<file path="src/hw/pis_cfg.svh">
// timing counts and fixed constants of the priority interrupt sequencer
`ifndef PIS_CFG_SVH
`define PIS_CFG_SVH

// clock and processor cycle, in nanoseconds as printed
`define PIS_CLK_NS 25
`define PIS_CYCLE_NS 1600
// one quarter cycle in ref_clk periods (16 at 40 MHz)
`define PIS_QTR_CLKS ((`PIS_CYCLE_NS / `PIS_CLK_NS) / 4)

// instruction lengths, in quarter cycles
`define PIS_Q_CYCLE 4
`define PIS_Q_MEMREF_BASE 8
`define PIS_Q_SCAN_BASE 8
`define PIS_Q_SHIFT_BASE 5
`define PIS_Q_PER_PLACE 2
`define PIS_Q_AUTO_IO 18
`define PIS_Q_STRETCH 1

// reset values
`define PIS_RST_ENABLE 1'b0
`define PIS_RST_PF_ENABLE 1'b0

// request vector positions, highest priority first
`define PIS_SRC_POWER_FAIL 0
`define PIS_SRC_CONSOLE 1
`define PIS_SRC_LINE_ONE 2
`define PIS_SRC_LINE_TWO 3
`define PIS_SRC_PROTECT 4
`define PIS_SRC_RTC_CLOCK 5
`define PIS_SRC_RTC_SYNC 6
`define PIS_SRC_SHARED 7
`define PIS_NUM_SRC 12

`endif

</file>
<file path="src/hw/pis_pkg.sv">
// types of the priority interrupt sequencer
package pis_pkg;

   // instruction classes reported by the core at instruction start
   typedef enum logic [3:0] {
      PIS_OP_OTHER,
      PIS_OP_MEMREF,
      PIS_OP_JST,
      PIS_OP_IMS,
      PIS_OP_SCAN,
      PIS_OP_SHIFT,
      PIS_OP_AUTO_IO,
      PIS_OP_ENABLE,
      PIS_OP_DISABLE,
      PIS_OP_PFE,
      PIS_OP_INHIBIT
   } pis_op_type;

   typedef enum logic {
      PIS_IDLE,
      PIS_EXEC
   } pis_phase_type;

   // whole state of the sequencer
   typedef struct packed {
      logic [12:0] s1;
      logic [12:0] s2;
      logic [12:0] s3;
      logic [12:0] pin;
      pis_phase_type st;
      logic [19:0] qtr;
      logic [3:0] sub;
      pis_op_type op;
      logic is_int;
      logic int_next;
      logic en;
      logic pf_en;
      logic [7:0] defer;
      logic prot_pend;
      logic trap_pend;
      logic instr_end;
      logic take;
      logic [3:0] src;
      logic [4:0] shared_grant;
      logic echo;
   } pis_state_type;

endpackage

</file>
<file path="src/hw/pis_sequencer.sv">
// interrupt recognition and priority sequencer, one instruction at a time
// Notes on behaviour
// - recognise only at instruction boundaries
// - highest priority pending request wins
// - memory reference: two cycles plus indirect levels
// - scan: two cycles plus one per word
// - long sixteen place shift completes first
// - enable lets one more instruction run
// - power fail enable defers like enable
// - disable blocks from its own execution
// - counted inhibit blocks that many instructions
// - one main instruction after interrupt instruction
// - jump and store interrupt clears enable
// - auto transfer takes four and half cycles
// - interrupt instruction stretched one quarter cycle
// - increment skip gets one more quarter
// - power fail highest, own line
// - console and trap share second level
// - line one third, line two fourth
// - protected write raises fifth level request
// - two clock interrupts, equal, below protect
// - shared slots ranked E200, E100, F100, F200
// - nothing recognised when halted or stopped
// - interrupt instruction runs without counter increment
// - increment skip at zero as the interrupt instruction echoes, no skip
`include "pis_cfg.svh"
`timescale 1ns/100ps
`default_nettype none

module pis_sequencer
   import pis_pkg::*;
(
   // clock and reset
   input wire logic ref_clk,
   input wire logic nrst,
   // instruction handshake from the core
   input wire logic instr_start,
   input wire pis_op_type instr_op,
   input wire logic [2:0] indirect_levels,
   input wire logic [15:0] scan_words,
   input wire logic [4:0] shift_places,
   input wire logic [7:0] inhibit_count,
   input wire logic ims_zero,
   input wire logic trap_op,
   // configuration and protection, core side
   input wire logic pf_separate,
   input wire logic prot_enabled,
   input wire logic prot_write,
   // request and control pins
   input wire logic power_fail_req,
   input wire logic console_req,
   input wire logic dedicated_line_one,
   input wire logic dedicated_line_two,
   input wire logic rtc_clock_req,
   input wire logic rtc_sync_req,
   input wire logic [4:0] shared_request_line,
   input wire logic halt_pin,
   input wire logic stop_pin,
   // results
   output logic busy,
   output logic instr_end,
   output logic int_take,
   output logic [3:0] int_source,
   output logic [4:0] shared_grant,
   output logic int_instr,
   output logic echo,
   output logic intr_enabled
);

   // ****************************************************************
   // state and next state
   // ****************************************************************
   pis_state_type st_r;
   pis_state_type st_nxt;
   logic [19:0] base_q;
   logic [`PIS_NUM_SRC-1:0] req;
   logic [`PIS_NUM_SRC-1:0] gated;
   logic any_req;
   logic [3:0] best;
   logic [7:0] new_def;
   logic blk_op;
   logic allow;

   // length of the reported instruction in quarter cycles
   function automatic logic [19:0] op_len(input pis_op_type op, input logic [2:0] ind,
                                          input logic [15:0] words, input logic [4:0] pl);
      logic [19:0] n;
      n = 20'(`PIS_Q_CYCLE);
      unique case (op)
         PIS_OP_MEMREF, PIS_OP_JST, PIS_OP_IMS:
            n = 20'(`PIS_Q_MEMREF_BASE) + 20'(`PIS_Q_CYCLE) * 20'(ind);
         PIS_OP_SCAN:
            n = 20'(`PIS_Q_SCAN_BASE) + 20'(`PIS_Q_CYCLE) * 20'(words);
         PIS_OP_SHIFT:
            n = 20'(`PIS_Q_SHIFT_BASE) + 20'(`PIS_Q_PER_PLACE) * 20'(pl);
         PIS_OP_AUTO_IO:
            n = 20'(`PIS_Q_AUTO_IO);
         PIS_OP_OTHER, PIS_OP_ENABLE, PIS_OP_DISABLE, PIS_OP_PFE, PIS_OP_INHIBIT:
            n = 20'(`PIS_Q_CYCLE);
      endcase
      if (n == 20'h0)
      begin
         n = 20'h1;
      end
      return n;
   endfunction

   // ****************************************************************
   // request vector and priority choice
   // ****************************************************************
   // pin requests are levels held by their sources, protect and trap are latched here; nothing is consumed on a loss
   always_comb
   begin
      req = '0;
      req[`PIS_SRC_POWER_FAIL] = st_r.pin[0];
      req[`PIS_SRC_CONSOLE] = st_r.pin[1] | st_r.trap_pend;
      req[`PIS_SRC_LINE_ONE] = st_r.pin[2];
      req[`PIS_SRC_LINE_TWO] = st_r.pin[3];
      req[`PIS_SRC_PROTECT] = st_r.prot_pend;
      req[`PIS_SRC_RTC_CLOCK] = st_r.pin[4];
      req[`PIS_SRC_RTC_SYNC] = st_r.pin[5];
      // bit 0 of the shared line is the teleprinter, then slots in order
      req[`PIS_NUM_SRC-1:`PIS_SRC_SHARED] = st_r.pin[10:6];
      gated = req & {`PIS_NUM_SRC{st_r.en}};
      gated[`PIS_SRC_POWER_FAIL] = req[`PIS_SRC_POWER_FAIL] &
                                   (pf_separate ? st_r.pf_en : st_r.en);
   end

   // lowest index wins; the two clock lines tie, clock goes before sync
   always_comb
   begin
      best = 4'h0;
      any_req = 1'b0;
      for (int i = `PIS_NUM_SRC - 1; i >= 0; i--)
      begin
         if (gated[i])
         begin
            best = 4'(i);
            any_req = 1'b1;
         end
      end
   end

   // ****************************************************************
   // deferral bookkeeping at the boundary
   // ****************************************************************
   always_comb
   begin
      base_q = op_len(instr_op, indirect_levels, scan_words, shift_places);
      blk_op = 1'b1;
      new_def = (st_r.defer != 8'h0) ? st_r.defer - 8'h1 : 8'h0;
      if (st_r.is_int)
      begin
         new_def = 8'h1;
      end
      else if (st_r.op == PIS_OP_ENABLE || st_r.op == PIS_OP_PFE)
      begin
         new_def = 8'h1;
      end
      else if (st_r.op == PIS_OP_INHIBIT)
      begin
         new_def = inhibit_count;
      end
      else if (st_r.op != PIS_OP_DISABLE)
      begin
         blk_op = 1'b0;
      end
      // halt and stop come from synchronised pins
      allow = !blk_op && new_def == 8'h0 && !st_r.pin[11] && !st_r.pin[12];
   end

   // ****************************************************************
   // next state
   // ****************************************************************
   always_comb
   begin
      st_nxt = st_r;
      // three stage pin synchroniser, a change counts once stages two and three agree
      st_nxt.s1 = {stop_pin, halt_pin, shared_request_line, rtc_sync_req, rtc_clock_req,
                   dedicated_line_two, dedicated_line_one, console_req, power_fail_req};
      st_nxt.s2 = st_r.s1;
      st_nxt.s3 = st_r.s2;
      st_nxt.pin = (~(st_r.s2 ^ st_r.s3) & st_r.s3) | ((st_r.s2 ^ st_r.s3) & st_r.pin);
      st_nxt.instr_end = 1'b0;
      st_nxt.take = 1'b0;
      st_nxt.echo = 1'b0;
      st_nxt.shared_grant = 5'h0;
      unique case (st_r.st)
         PIS_IDLE:
         begin
            if (instr_start)
            begin
               st_nxt.st = PIS_EXEC;
               st_nxt.op = instr_op;
               st_nxt.is_int = st_r.int_next;
               st_nxt.int_next = 1'b0;
               st_nxt.sub = 4'(`PIS_QTR_CLKS - 1);
               st_nxt.qtr = base_q;
               if (st_r.int_next)
               begin
                  // the extra quarter carries the interrupt address generation
                  st_nxt.qtr = base_q + 20'(`PIS_Q_STRETCH);
                  if (instr_op == PIS_OP_IMS)
                  begin
                     st_nxt.qtr = base_q + 20'(2 * `PIS_Q_STRETCH);
                  end
               end
               if (instr_op == PIS_OP_DISABLE)
               begin
                  st_nxt.en = 1'b0;
               end
            end
         end
         PIS_EXEC:
         begin
            // requests during execution only wait for the end
            st_nxt.sub = st_r.sub - 4'h1;
            if (st_r.sub == 4'h0)
            begin
               st_nxt.sub = 4'(`PIS_QTR_CLKS - 1);
               st_nxt.qtr = st_r.qtr - 20'h1;
               if (st_r.qtr == 20'h1)
               begin
                  st_nxt.st = PIS_IDLE;
                  st_nxt.instr_end = 1'b1;
                  // flag drops at the boundary so int_instr can come straight from it
                  st_nxt.is_int = 1'b0;
                  st_nxt.defer = new_def;
                  if (st_r.op == PIS_OP_ENABLE)
                  begin
                     st_nxt.en = 1'b1;
                  end
                  if (st_r.op == PIS_OP_PFE)
                  begin
                     st_nxt.pf_en = 1'b1;
                  end
                  if (st_r.is_int && st_r.op == PIS_OP_JST)
                  begin
                     st_nxt.en = 1'b0;
                  end
                  st_nxt.echo = st_r.is_int && st_r.op == PIS_OP_IMS && ims_zero;
                  if (allow && any_req)
                  begin
                     st_nxt.take = 1'b1;
                     st_nxt.src = best;
                     st_nxt.int_next = 1'b1;
                     if (best >= 4'(`PIS_SRC_SHARED))
                     begin
                        st_nxt.shared_grant = 5'h1 << (best - 4'(`PIS_SRC_SHARED));
                     end
                  end
               end
            end
         end
      endcase
      // latched sources clear on service, a new event in that cycle wins
      if (st_nxt.take && st_nxt.src == 4'(`PIS_SRC_PROTECT))
      begin
         st_nxt.prot_pend = 1'b0;
      end
      if (st_nxt.take && st_nxt.src == 4'(`PIS_SRC_CONSOLE))
      begin
         st_nxt.trap_pend = 1'b0;
      end
      if (prot_enabled && prot_write)
      begin
         st_nxt.prot_pend = 1'b1;
      end
      if (trap_op)
      begin
         st_nxt.trap_pend = 1'b1;
      end
   end

   // ****************************************************************
   // state register
   // ****************************************************************
   always_ff @(posedge ref_clk or negedge nrst)
   begin
      if (!nrst)
      begin
         st_r <= '0;
         st_r.en <= `PIS_RST_ENABLE;
         st_r.pf_en <= `PIS_RST_PF_ENABLE;
      end
      else
      begin
         st_r <= st_nxt;
      end
   end

   // outputs straight from the state register
   assign busy = (st_r.st == PIS_EXEC);
   assign instr_end = st_r.instr_end;
   assign int_take = st_r.take;
   assign int_source = st_r.src;
   assign shared_grant = st_r.shared_grant;
   assign int_instr = st_r.is_int;
   assign echo = st_r.echo;
   assign intr_enabled = st_r.en;
endmodule

`default_nettype wire

</file>
<file path="config.mk">
export PLATFORM = sky130hd
export DESIGN_NAME = pis_sequencer
export DESIGN_NICKNAME = d
export VERILOG_FILES = /design/src/hw/pis_pkg.sv /design/src/hw/pis_sequencer.sv
export VERILOG_INCLUDE_DIRS = /design/src /design/src/hw
export SDC_FILE = /design/constraint.sdc
export NUM_CORES = 1
export LEC_CHECK = 0
export ABC_AREA = 1
export BUFFER_PORTS_ARGS = -buffer_cell sky130_fd_sc_hd__buf_2
export CORE_UTILIZATION = 56
export CTS_CLUSTER_SIZE = 28
export DETAILED_ROUTE_END_ITERATION = 8
export PLACE_DENSITY = 0.77
export SETUP_SLACK_MARGIN = 0.4
export SYNTH_ARGS = -nofsm -noshare
export SYNTH_HDL_FRONTEND = slang
export SYNTH_SLANG_ARGS = --single-unit
export TNS_END_PERCENT = 30
</file>
<file path="constraint.sdc">
create_clock -name ref_clk -period 3.4 [get_ports ref_clk]
set_clock_uncertainty 0.05 [all_clocks]
set_input_delay 0.34 -clock ref_clk [delete_from_list [all_inputs] [get_ports ref_clk]]
set_output_delay 0.34 -clock ref_clk [all_outputs]
set_load 0.1 [all_outputs]
</file>
==> flow_summary.toml, run 1 <==
[setup_path]
crit_path_end_kind = "flop"
cp-start-kind = "input port"
crit_path_top_delay_cell = "ha_1"
crit_chain = "buf_2, ha_1, nand2_1, nor2_1, nand3_1, nand3_1, nand4_1, nor2_1, nand3_2, nand2_2, ha_1, inv_1, nor2_1, nand2_2, nor2_2, nand3_1, a21oi_1, o21ai_1, nand3_1"
worstSetupPathType = "input port to flop"
slowest_delay_ps = 240
cpMostUsedCell = "nand3_1"
critical_path.max_fanout = 7
worstPathArrival_ps = 2840
worstPathRequired_ps = 3660

[global_routing]
track_usage_pct = 27.6
grtUsageMet2_pct = 45.0
antenna_found_initial = 0
met1_usage_pct = 36.3
grt_pass1_vias = 5206
grt_use_met3_pct = 4.78
grt_max_degree = 49
overflow = 0
top_usage_layer = "met2"
grt_pass1_wl_microns = 24700

[clocking]
cts_tree = "built"
clock_sinks = 107
cts_max_level = 3
ctsResizeCount = 0
clk_pin_slew_worst_paths_ps = 100
clk_latency_ps = 370
cts_buffers = 9
cts_buffer_depth = 2
cts-root-buf = "clkbuf_8"

[logic_synthesis]
yosysTopAreaCell = "dfrtp_1"
syn_area_sq_um = 6220
synth_area_leaders = "dfrtp_1 (43%), nand2_1 (11%), inv_1 (6.5%)"
async_flop_share_pct = 100
ys_seq_area_share_pct = 43.1
yosysTopAreaCellShare_pct = 43.1
syn_nets = 872
ys_ff_latch = 107
syn_inst = 805
syn_avg_cell_area_sq_um = 7.72
synthFlopType = "dfrtp_1"
synth_cell_types = 51
synth_edf_count = 0
yosysWarnings = 0

[cells_and_area]
fin_nets = 955
multi_input_area_sq_um = 2980
nFillCells = 939
final_layout_size_suffix_gt1_share_pct = 17.5
synthToLayoutAreaGrowth_pct = 12.6
seqCellArea_sq_um = 2680
stdcell_count = 1033
antenna_cells = 0

[place]
dpl.hpwl_microns = 11700
gp_congestion = 0.927
portBuffers = 71
place_inst = 1005

[sta]
setup_viol = 0
period_needed_ps = 2580
holdWs_ps = 32.8
tightestPinTransition_ps = 641
rsz0062_at_grt = "no"
fmax_mhz = 388
slew_headroom_pct = 57.1
drv_slew = 0
hold_violations = 0
fin_crit_sh_pct = 75.8
final.setup.tns_ps = 0

[die]
core_area_sq_um = 10800
die_w_microns = 107
placementRows = 38
die_area_sq_um = 11500
die_y_microns = 107
start_util_pct = 57.4
io-pin-count = 72

[power_and_ir_drop]
ir_drop_mv = 0.304
power_density_nw_per_um2 = 456
p_leak_nw = 3.48

[routing]
drtIter0Drc = 345
vias = 5611
drc = 2
drtAntennaViolNets = 0
wire_per_inst_microns = 14.5
vias_per_cell = 5.43
drtPass1Iterations = 9
wl_microns = 14900

[status]
status = "finished with violations"
violations = "DRC"

[hold_path]
hold_path.class = "input port to flop"

[run]
drv_cap = 0
final timing paths:
path	startpoint	end	depth (start not counted)	slack (ps)
max in group asynchronous	nrst	st_r[34]	3	2030
max reg2reg	st_r[14]	req[4]	13	1030
min reg2reg	st_nxt[81]	st_nxt[68]	0	310
min in group asynchronous	nrst	st_nxt[69]	2	440
max	scan_words[1]	st_r[42]	19	820
min	stop_pin	st_nxt[93]	1	30
cell usage after synthesis (9+ instances only):
library cell / n
a21oi_1: 19
buf_4: 9
dfrtp_1: 107
ha_1: 10
inv_1: 108
inv_2: 10
maj3_1: 13
nand2_1: 182
nand3_1: 76
nand4_1: 20
nor2_1: 90
nor2_2: 11
nor2_4: 9
nor3_1: 18
o21ai_0: 31
stage by stage:
stage               cell area, sq um  total power, mW  setup slack, ps  util (%)
finish                          7000             3.19              821      64.6
CTS                             6950             3.20              852      64.1
global route                    7000             3.40              430      64.6
detailed placement              6690             2.43              445      61.7
global placement                6690             2.39              573      61.7
floorplan                       6220             2.17              916         -
final cells by class:
cell class,instances,share of cell area [%]
Clock buffer,10,1.97
Tap cell,140,2.50
Multi-Input combinational cell,561,42.5
Inverter,120,6.47
Timing Repair Buffer,89,7.47
Sequential cell,107,38.2
Clock inverter,6,0.822
per-layer routing:
layer  wire (microns)  part of all wire (%)
met5                0                     0
met3              664                   4.4
met2             7180                    48
met1             6700                    45
met4              400                   2.7
logic make-up (layout without fill, tap and decap cells):
family                     Yosys count  in the layout  share of synthesized area, %
adders and majority gates           23             23                          4.10
DFF                                107            107                          43.1
xor gates and xnor gates             4              4                         0.563
buffers and inverters              137            225                          9.03
AOI/OAI and AO/OA                   93             93                          9.24
and+or+nand+nor                    441            441                          34.0
report_power, final:
part / total (mW) / switching, mW / internal [mW]
Clock: 0.762 / 0.461 / 0.301
Combinational: 0.832 / 0.531 / 0.302
Sequential: 1.60 / 0.162 / 1.44
cells in the final DEF, fill, tap and decap left out, types with 13 or more instances in the layout:
cell and n:
nand4_1 20, nor3_1 18, maj3_1 13, inv_1 108
dfrtp_1 107, nand2_1 182, buf_2 70, a21oi_1 19
nor2_1 90, nand3_1 76, o21ai_0 31
timing repair:
| item | CTS | global route |
|---|---|---|
| setup buffers | 0 | 0 |
| hold buffers | 7 | 5 |
| setup endpoints to repair | 0 | 0 |
| endpoints found under the hold margin | 52 | 5 |
worst max-delay path: cells and delay by family:
kind / cells / cell delay [ps]
compound gates: 2 / 210
buf+inv: 2 / 250
fa+ha+maj: 2 / 370
simple gates: 13 / 1660
Power figures use the tool's default switching activity.
==> run 2, diff against run 1 <==
Settings changed: ABC_AREA 1 to 0, CORE_UTILIZATION 56 to 53.
Clock period 3.4 ns to 2.3 ns, I/O delays scaled along.
==> flow_summary.toml, run 2 <==
[hold_path]
hold_path.startpoint = "trap_op"
hold_end = "st_r[12]"
min_path_cells = 2
hold_path.class = "input port to flop"

[routing]
wl_microns = 16700
drc = 0
wire_per_inst_microns = 17.7
vias_per_cell = 5.93
drtPass1Iterations = 5
drtIter0Drc = 384
vias = 5601
drtAntennaViolNets = 0

[logic_synthesis]
yosysWarnings = 0
syn_inst = 582
yosysTopAreaCellShare_pct = 47.5
synth_edf_count = 0
syn_nets = 649
ys_ff_latch = 107
async_flop_share_pct = 100
syn_area_sq_um = 5640
ys_seq_area_share_pct = 47.5
synth_area_leaders = "dfrtp_1 (47%), nand2_1 (4.3%), xnor2_1 (3.3%)"
synthFlopType = "dfrtp_1"
yosys-top-cells-count = "dfrtp_1 (107), nand2_1 (64), a21oi_1 (33)"
yosysTopAreaCell = "dfrtp_1"
syn_avg_cell_area_sq_um = 9.69
synth_cell_types = 75
synth.most_common_cell = "dfrtp_1"

[sta]
fin_crit_sh_pct = 136
fmax_mhz = 319
holdWs_ps = 43.3
period_needed_ps = 3140
layout_setup_ws_ps = -838
rsz0062_at_grt = "yes"
hold_violations = 0
setup_viol = 38
drv_slew = 0
tightestPinTransition_ps = 613
slew_headroom_pct = 59.2

[power_and_ir_drop]
power_density_nw_per_um2 = 577
p_leak_nw = 3.60
total_power_mw = 4.68
ir_drop_mv = 0.510

[cells_and_area]
utilization_pct = 78.6
fin_area_sq_um = 8120
final_common_cell = "buf_4"
synthToLayoutAreaGrowth_pct = 43.9
fin_nets = 871
final_layout_size_suffix_gt1_share_pct = 41.0
antenna_cells = 0
layout_common_cells = "buf_4 (153), dfrtp_1 (107), buf_2 (62)"

[global_routing]
grt_pass1_wl_microns = 26000
antenna_found_initial = 0
grt_pass1_vias = 5550
track_usage_pct = 29.7
overflow = 0
grt_max_degree = 48

[setup_path]
reg2reg_slack_ps = -840
worstSetupPathType = "flop to flop"
worstPathArrival_ps = 3370
timing.rr.end = "shared_grant[2]"
r2r_cells = 8
crit_path_end_kind = "flop"
worstPathRequired_ps = 2530
r2r-start = "st_r[39]"
cp-start-kind = "flop"
critical_path.max_fanout = 5

[die]
core_area_sq_um = 10300
start_util_pct = 54.6
die_area_sq_um = 11100
io-pin-count = 72
die_w_microns = 105
die_y_microns = 105
placementRows = 37

[status]
violations = "setup timing"
status = "finished with violations"

[clocking]
cts_tree = "built"
cts_buffers = 9
cts_max_level = 3
clk_latency_ps = 390
clock_sinks = 107
cts-root-buf = "clkbuf_8"
cts_buffer_depth = 2
clk_pin_slew_worst_paths_ps = 110

[place]
dpl.hpwl_microns = 11200
portBuffers = 71
placed_area_sq_um = 7190
gp_congestion = 0.949

[run]
drv_cap = 0
## run 2: worst max-delay path, stage by stage, from the launching register on
cell and delay (ps):
dfrtp_1 410, or4_4 550, or4_4 440, or4b_4 580, nor4_4 210, inv_2 80, or3_4 390, buf_6 140
nor4_4 170
## run 2: kinds of logic (layout without fill, tap and decap cells)
group,Yosys count,count (layout),synth area share (%)
AO/OA/AOI/OAI,130,130,15.5
XOR/XNOR,29,29,4.50
adder cells (fa/ha/maj),23,23,4.53
buffers and inverters,58,284,4.61
flip-flops,107,107,47.5
multiplexers,6,6,1.13
AND/OR/NAND/NOR,229,230,22.3
## run 2: worst max path at each step
stage	start	endpoint	slack, ps	cells after the start
finish	st_r[39]	shared_grant[2]	-840	8
detailed placement	st_r[39]	shared_grant[2]	-1010	8
global placement	st_r[39]	shared_grant[2]	-940	8
global route	st_r[39]	shared_grant[2]	-860	8
floorplan	st_r[39]	int_source[1]	-1080	10
CTS	st_r[39]	shared_grant[3]	-750	7
## run 2: per-layer routing
layer | up-vias | track usage, % | share of wire [%]
li1 | 2583 | - | -
met1 | 2740 | 35.2 | 39
met2 | 229 | 53.5 | 53
met3 | 49 | 5.43 | 4.8
met4 | 0 | 11.3 | 3.1
met5 | - | 0 | 0
## run 2: repair_timing
action,4_1_cts,5_1_grt
gates resized for setup,38,72
hold endpoints to repair,56,0
cloned,1,0
hold buffers,14,0
pin swaps,14,40
setup endpoints to repair,47,47
buffers inserted,2,12
## run 2: area by class of cell
class	count	area (sq um)
Multi-Input combinational cell	418	3190
Sequential cell	107	2680
Fill cell	606	2210
Timing Repair Buffer	245	1790
Tap cell	136	170
Clock buffer	9	124
Inverter	23	86.3
Clock inverter	7	78.8
## run 2: where the power goes
part	switching, mW	internal, mW	total (mW)	leakage [nW]
sequential	0.193	2.07	2.27	1.26
clock	0.727	0.433	1.16	0.102
combinational	0.634	0.620	1.25	2.24
total	1.55	3.13	4.68	3.60
## run 2: through the flow
| step | setup WS (ps) | TNS (ps) | cells |
|---|---|---|---|
| floorplan | -1080 | -25560 | 582 |
| global placement | -943 | -26630 | 900 |
| detailed placement | -1010 | -28970 | 900 |
| CTS | -752 | -19280 | 933 |
| global route | -864 | -23160 | 945 |
| finish | -838 | -20730 | 945 |
==> run 3, diff against run 2 <==
Settings changed: SKIP_LAST_GASP set to 1.
==> flow_summary.toml, run 3 (same netlist as run 2, synthesis figures left out) <==
[status]
status = "finished with violations"
violations = "setup timing"

[sta]
fmax_mhz = 320
hold_violations = 0
slew_headroom_pct = 59.4
layout_setup_ws_ps = -822
rsz0062_at_grt = "yes"
tightestPinTransition_ps = 609
drv_slew = 0
setup_viol = 40
holdWs_ps = 66.1
period_needed_ps = 3120
fin_crit_sh_pct = 136

[power_and_ir_drop]
p_seq_share_pct = 49.3
ir_drop_mv = 0.517
switching_share_pct = 32.6
power_density_nw_per_um2 = 579
p_int_mw = 3.08
power_switching_mw = 1.49
p_leak_nw = 3.56
combPwrFrac_pct = 25.3
p_clk_share_pct = 25.5

[die]
io-pin-count = 72
placementRows = 37
core_area_sq_um = 10300
start_util_pct = 54.6
die_area_sq_um = 11100
die_y_microns = 105
die_w_microns = 105

[cells_and_area]
antenna_cells = 0
nFillCells = 650
fin_nets = 867
stdcell_count = 941
layout_common_cells = "buf_4 (152), dfrtp_1 (107), buf_2 (66)"
synthToLayoutAreaGrowth_pct = 39.8
final_layout_size_suffix_gt1_share_pct = 37.1
fin_area_sq_um = 7890
final_common_cell = "buf_4"

[global_routing]
grt_pass1_vias = 5471
top_usage_layer = "met2"
grtUsageMet2_pct = 51.5
grt_pass1_wl_microns = 25500
grt_max_degree = 48
track_usage_pct = 29.1
antenna_found_initial = 0
overflow = 0
met1_usage_pct = 35.4
grt_use_met3_pct = 5.24

[clocking]
cts_max_level = 3
cts-root-buf = "clkbuf_8"
cts_buffer_depth = 2
cts_buffers = 9
clk_latency_ps = 390
clock_sinks = 107
clk_pin_slew_worst_paths_ps = 110
cts_tree = "built"

[routing]
drtAntennaViolNets = 0
drc = 0
drtPass1Iterations = 6
vias_per_cell = 5.94
drtIter0Drc = 368
wl_microns = 16100
vias = 5591
wire_per_inst_microns = 17.1

[setup_path]
critical_path.max_fanout = 5
worstPathRequired_ps = 2530
r2r-start = "st_r[39]"
cpMostUsedCell = "or4_4"
crit_path_top_delay_cell = "or4b_4"
slowest_delay_ps = 580
startpoint = "st_r[39]"
worstPathArrival_ps = 3350
worstSetupPathType = "flop to flop"
crit_chain = "or4_4, or4_4, or4b_4, nor4_4, inv_2, or3_4, mux2_4"
cp-start-kind = "flop"
crit_path_end_kind = "flop"

[place]
placed_area_sq_um = 7190
place_ws_ps = -1010
place_inst = 900
dpl.hpwl_microns = 11200
gp_congestion = 0.949
portBuffers = 71

[hold_path]
hold_path.startpoint = "ims_zero"
hold_path.class = "input port to flop"

[run]
drv_cap = 0
[run 3: cell count changes in the layout (fill, tap and decap cells not counted), sizes merged]
cell | previous run | this run
buf | 231 | 227
[run 3: metrics by stage]
stage	total power, mW	utilization, %	setup TNS (ps)
2_1_floorplan	2.77	-	-25560
3_3_place_gp	3.23	69.6	-26630
6_report	4.57	76.4	-20940
3_5_place_dp	3.30	69.6	-28970
4_1_cts	4.49	73.5	-20790
5_1_grt	4.78	76.4	-24360
[run 3: worst paths after layout]
check	to	slack [ps]	depth (start not counted)
setup / recovery	int_source[1]	-820	7
hold / removal	echo	70	3
setup reg to reg	int_source[1]	-820	7
hold reg to reg	st_nxt[79]	310	0
max in group asynchronous	st_nxt[93]	1190	3
min in group asynchronous	st_r[32]	320	2
[run 3: repair_timing]
action                                  4_1_cts  5_1_grt
hold buffers                                 14        0
resized for setup                             7       52
setup buffers                                 2        8
endpoints found under the setup margin       47       47
pin swaps                                     4       22
cloned                                        1        0
hold endpoints to repair                     56        0
[run 3: routing by layer]
metal | wire (microns) | up-vias
met4 | 475 | 0
met1 | 6330 | 2732
met3 | 929 | 49
met5 | 0 | -
met2 | 8370 | 249
li1 | - | 2561
[run 3: power groups by stage]
stage | registers, mW | logic [mW] | clock network (mW)
floorplan | 2.26 | 0.518 | 0
global placement | 2.25 | 0.978 | 0
detailed placement | 2.27 | 1.03 | 0
CTS | 2.23 | 1.08 | 1.18
global route | 2.27 | 1.26 | 1.25
finish | 2.25 | 1.15 | 1.16
[run 3: critical path: cells and delay by family, from the launching register on]
family                 cells  cell delay [ps]
buffers and inverters      1               90
multiplexers               1              310
flip-flops                 1              410
AND/OR/NAND/NOR            5             2160
[run 3: cell type report]
class	instances	area (sq um)	area share [%]
Clock buffer	9	124	1.57
Clock inverter	7	78.8	1.00
Inverter	23	86.3	1.09
Multi-Input combinational cell	418	3020	38.3
Sequential cell	107	2680	34.0
Tap cell	136	170	2.16
Timing Repair Buffer	241	1730	21.9
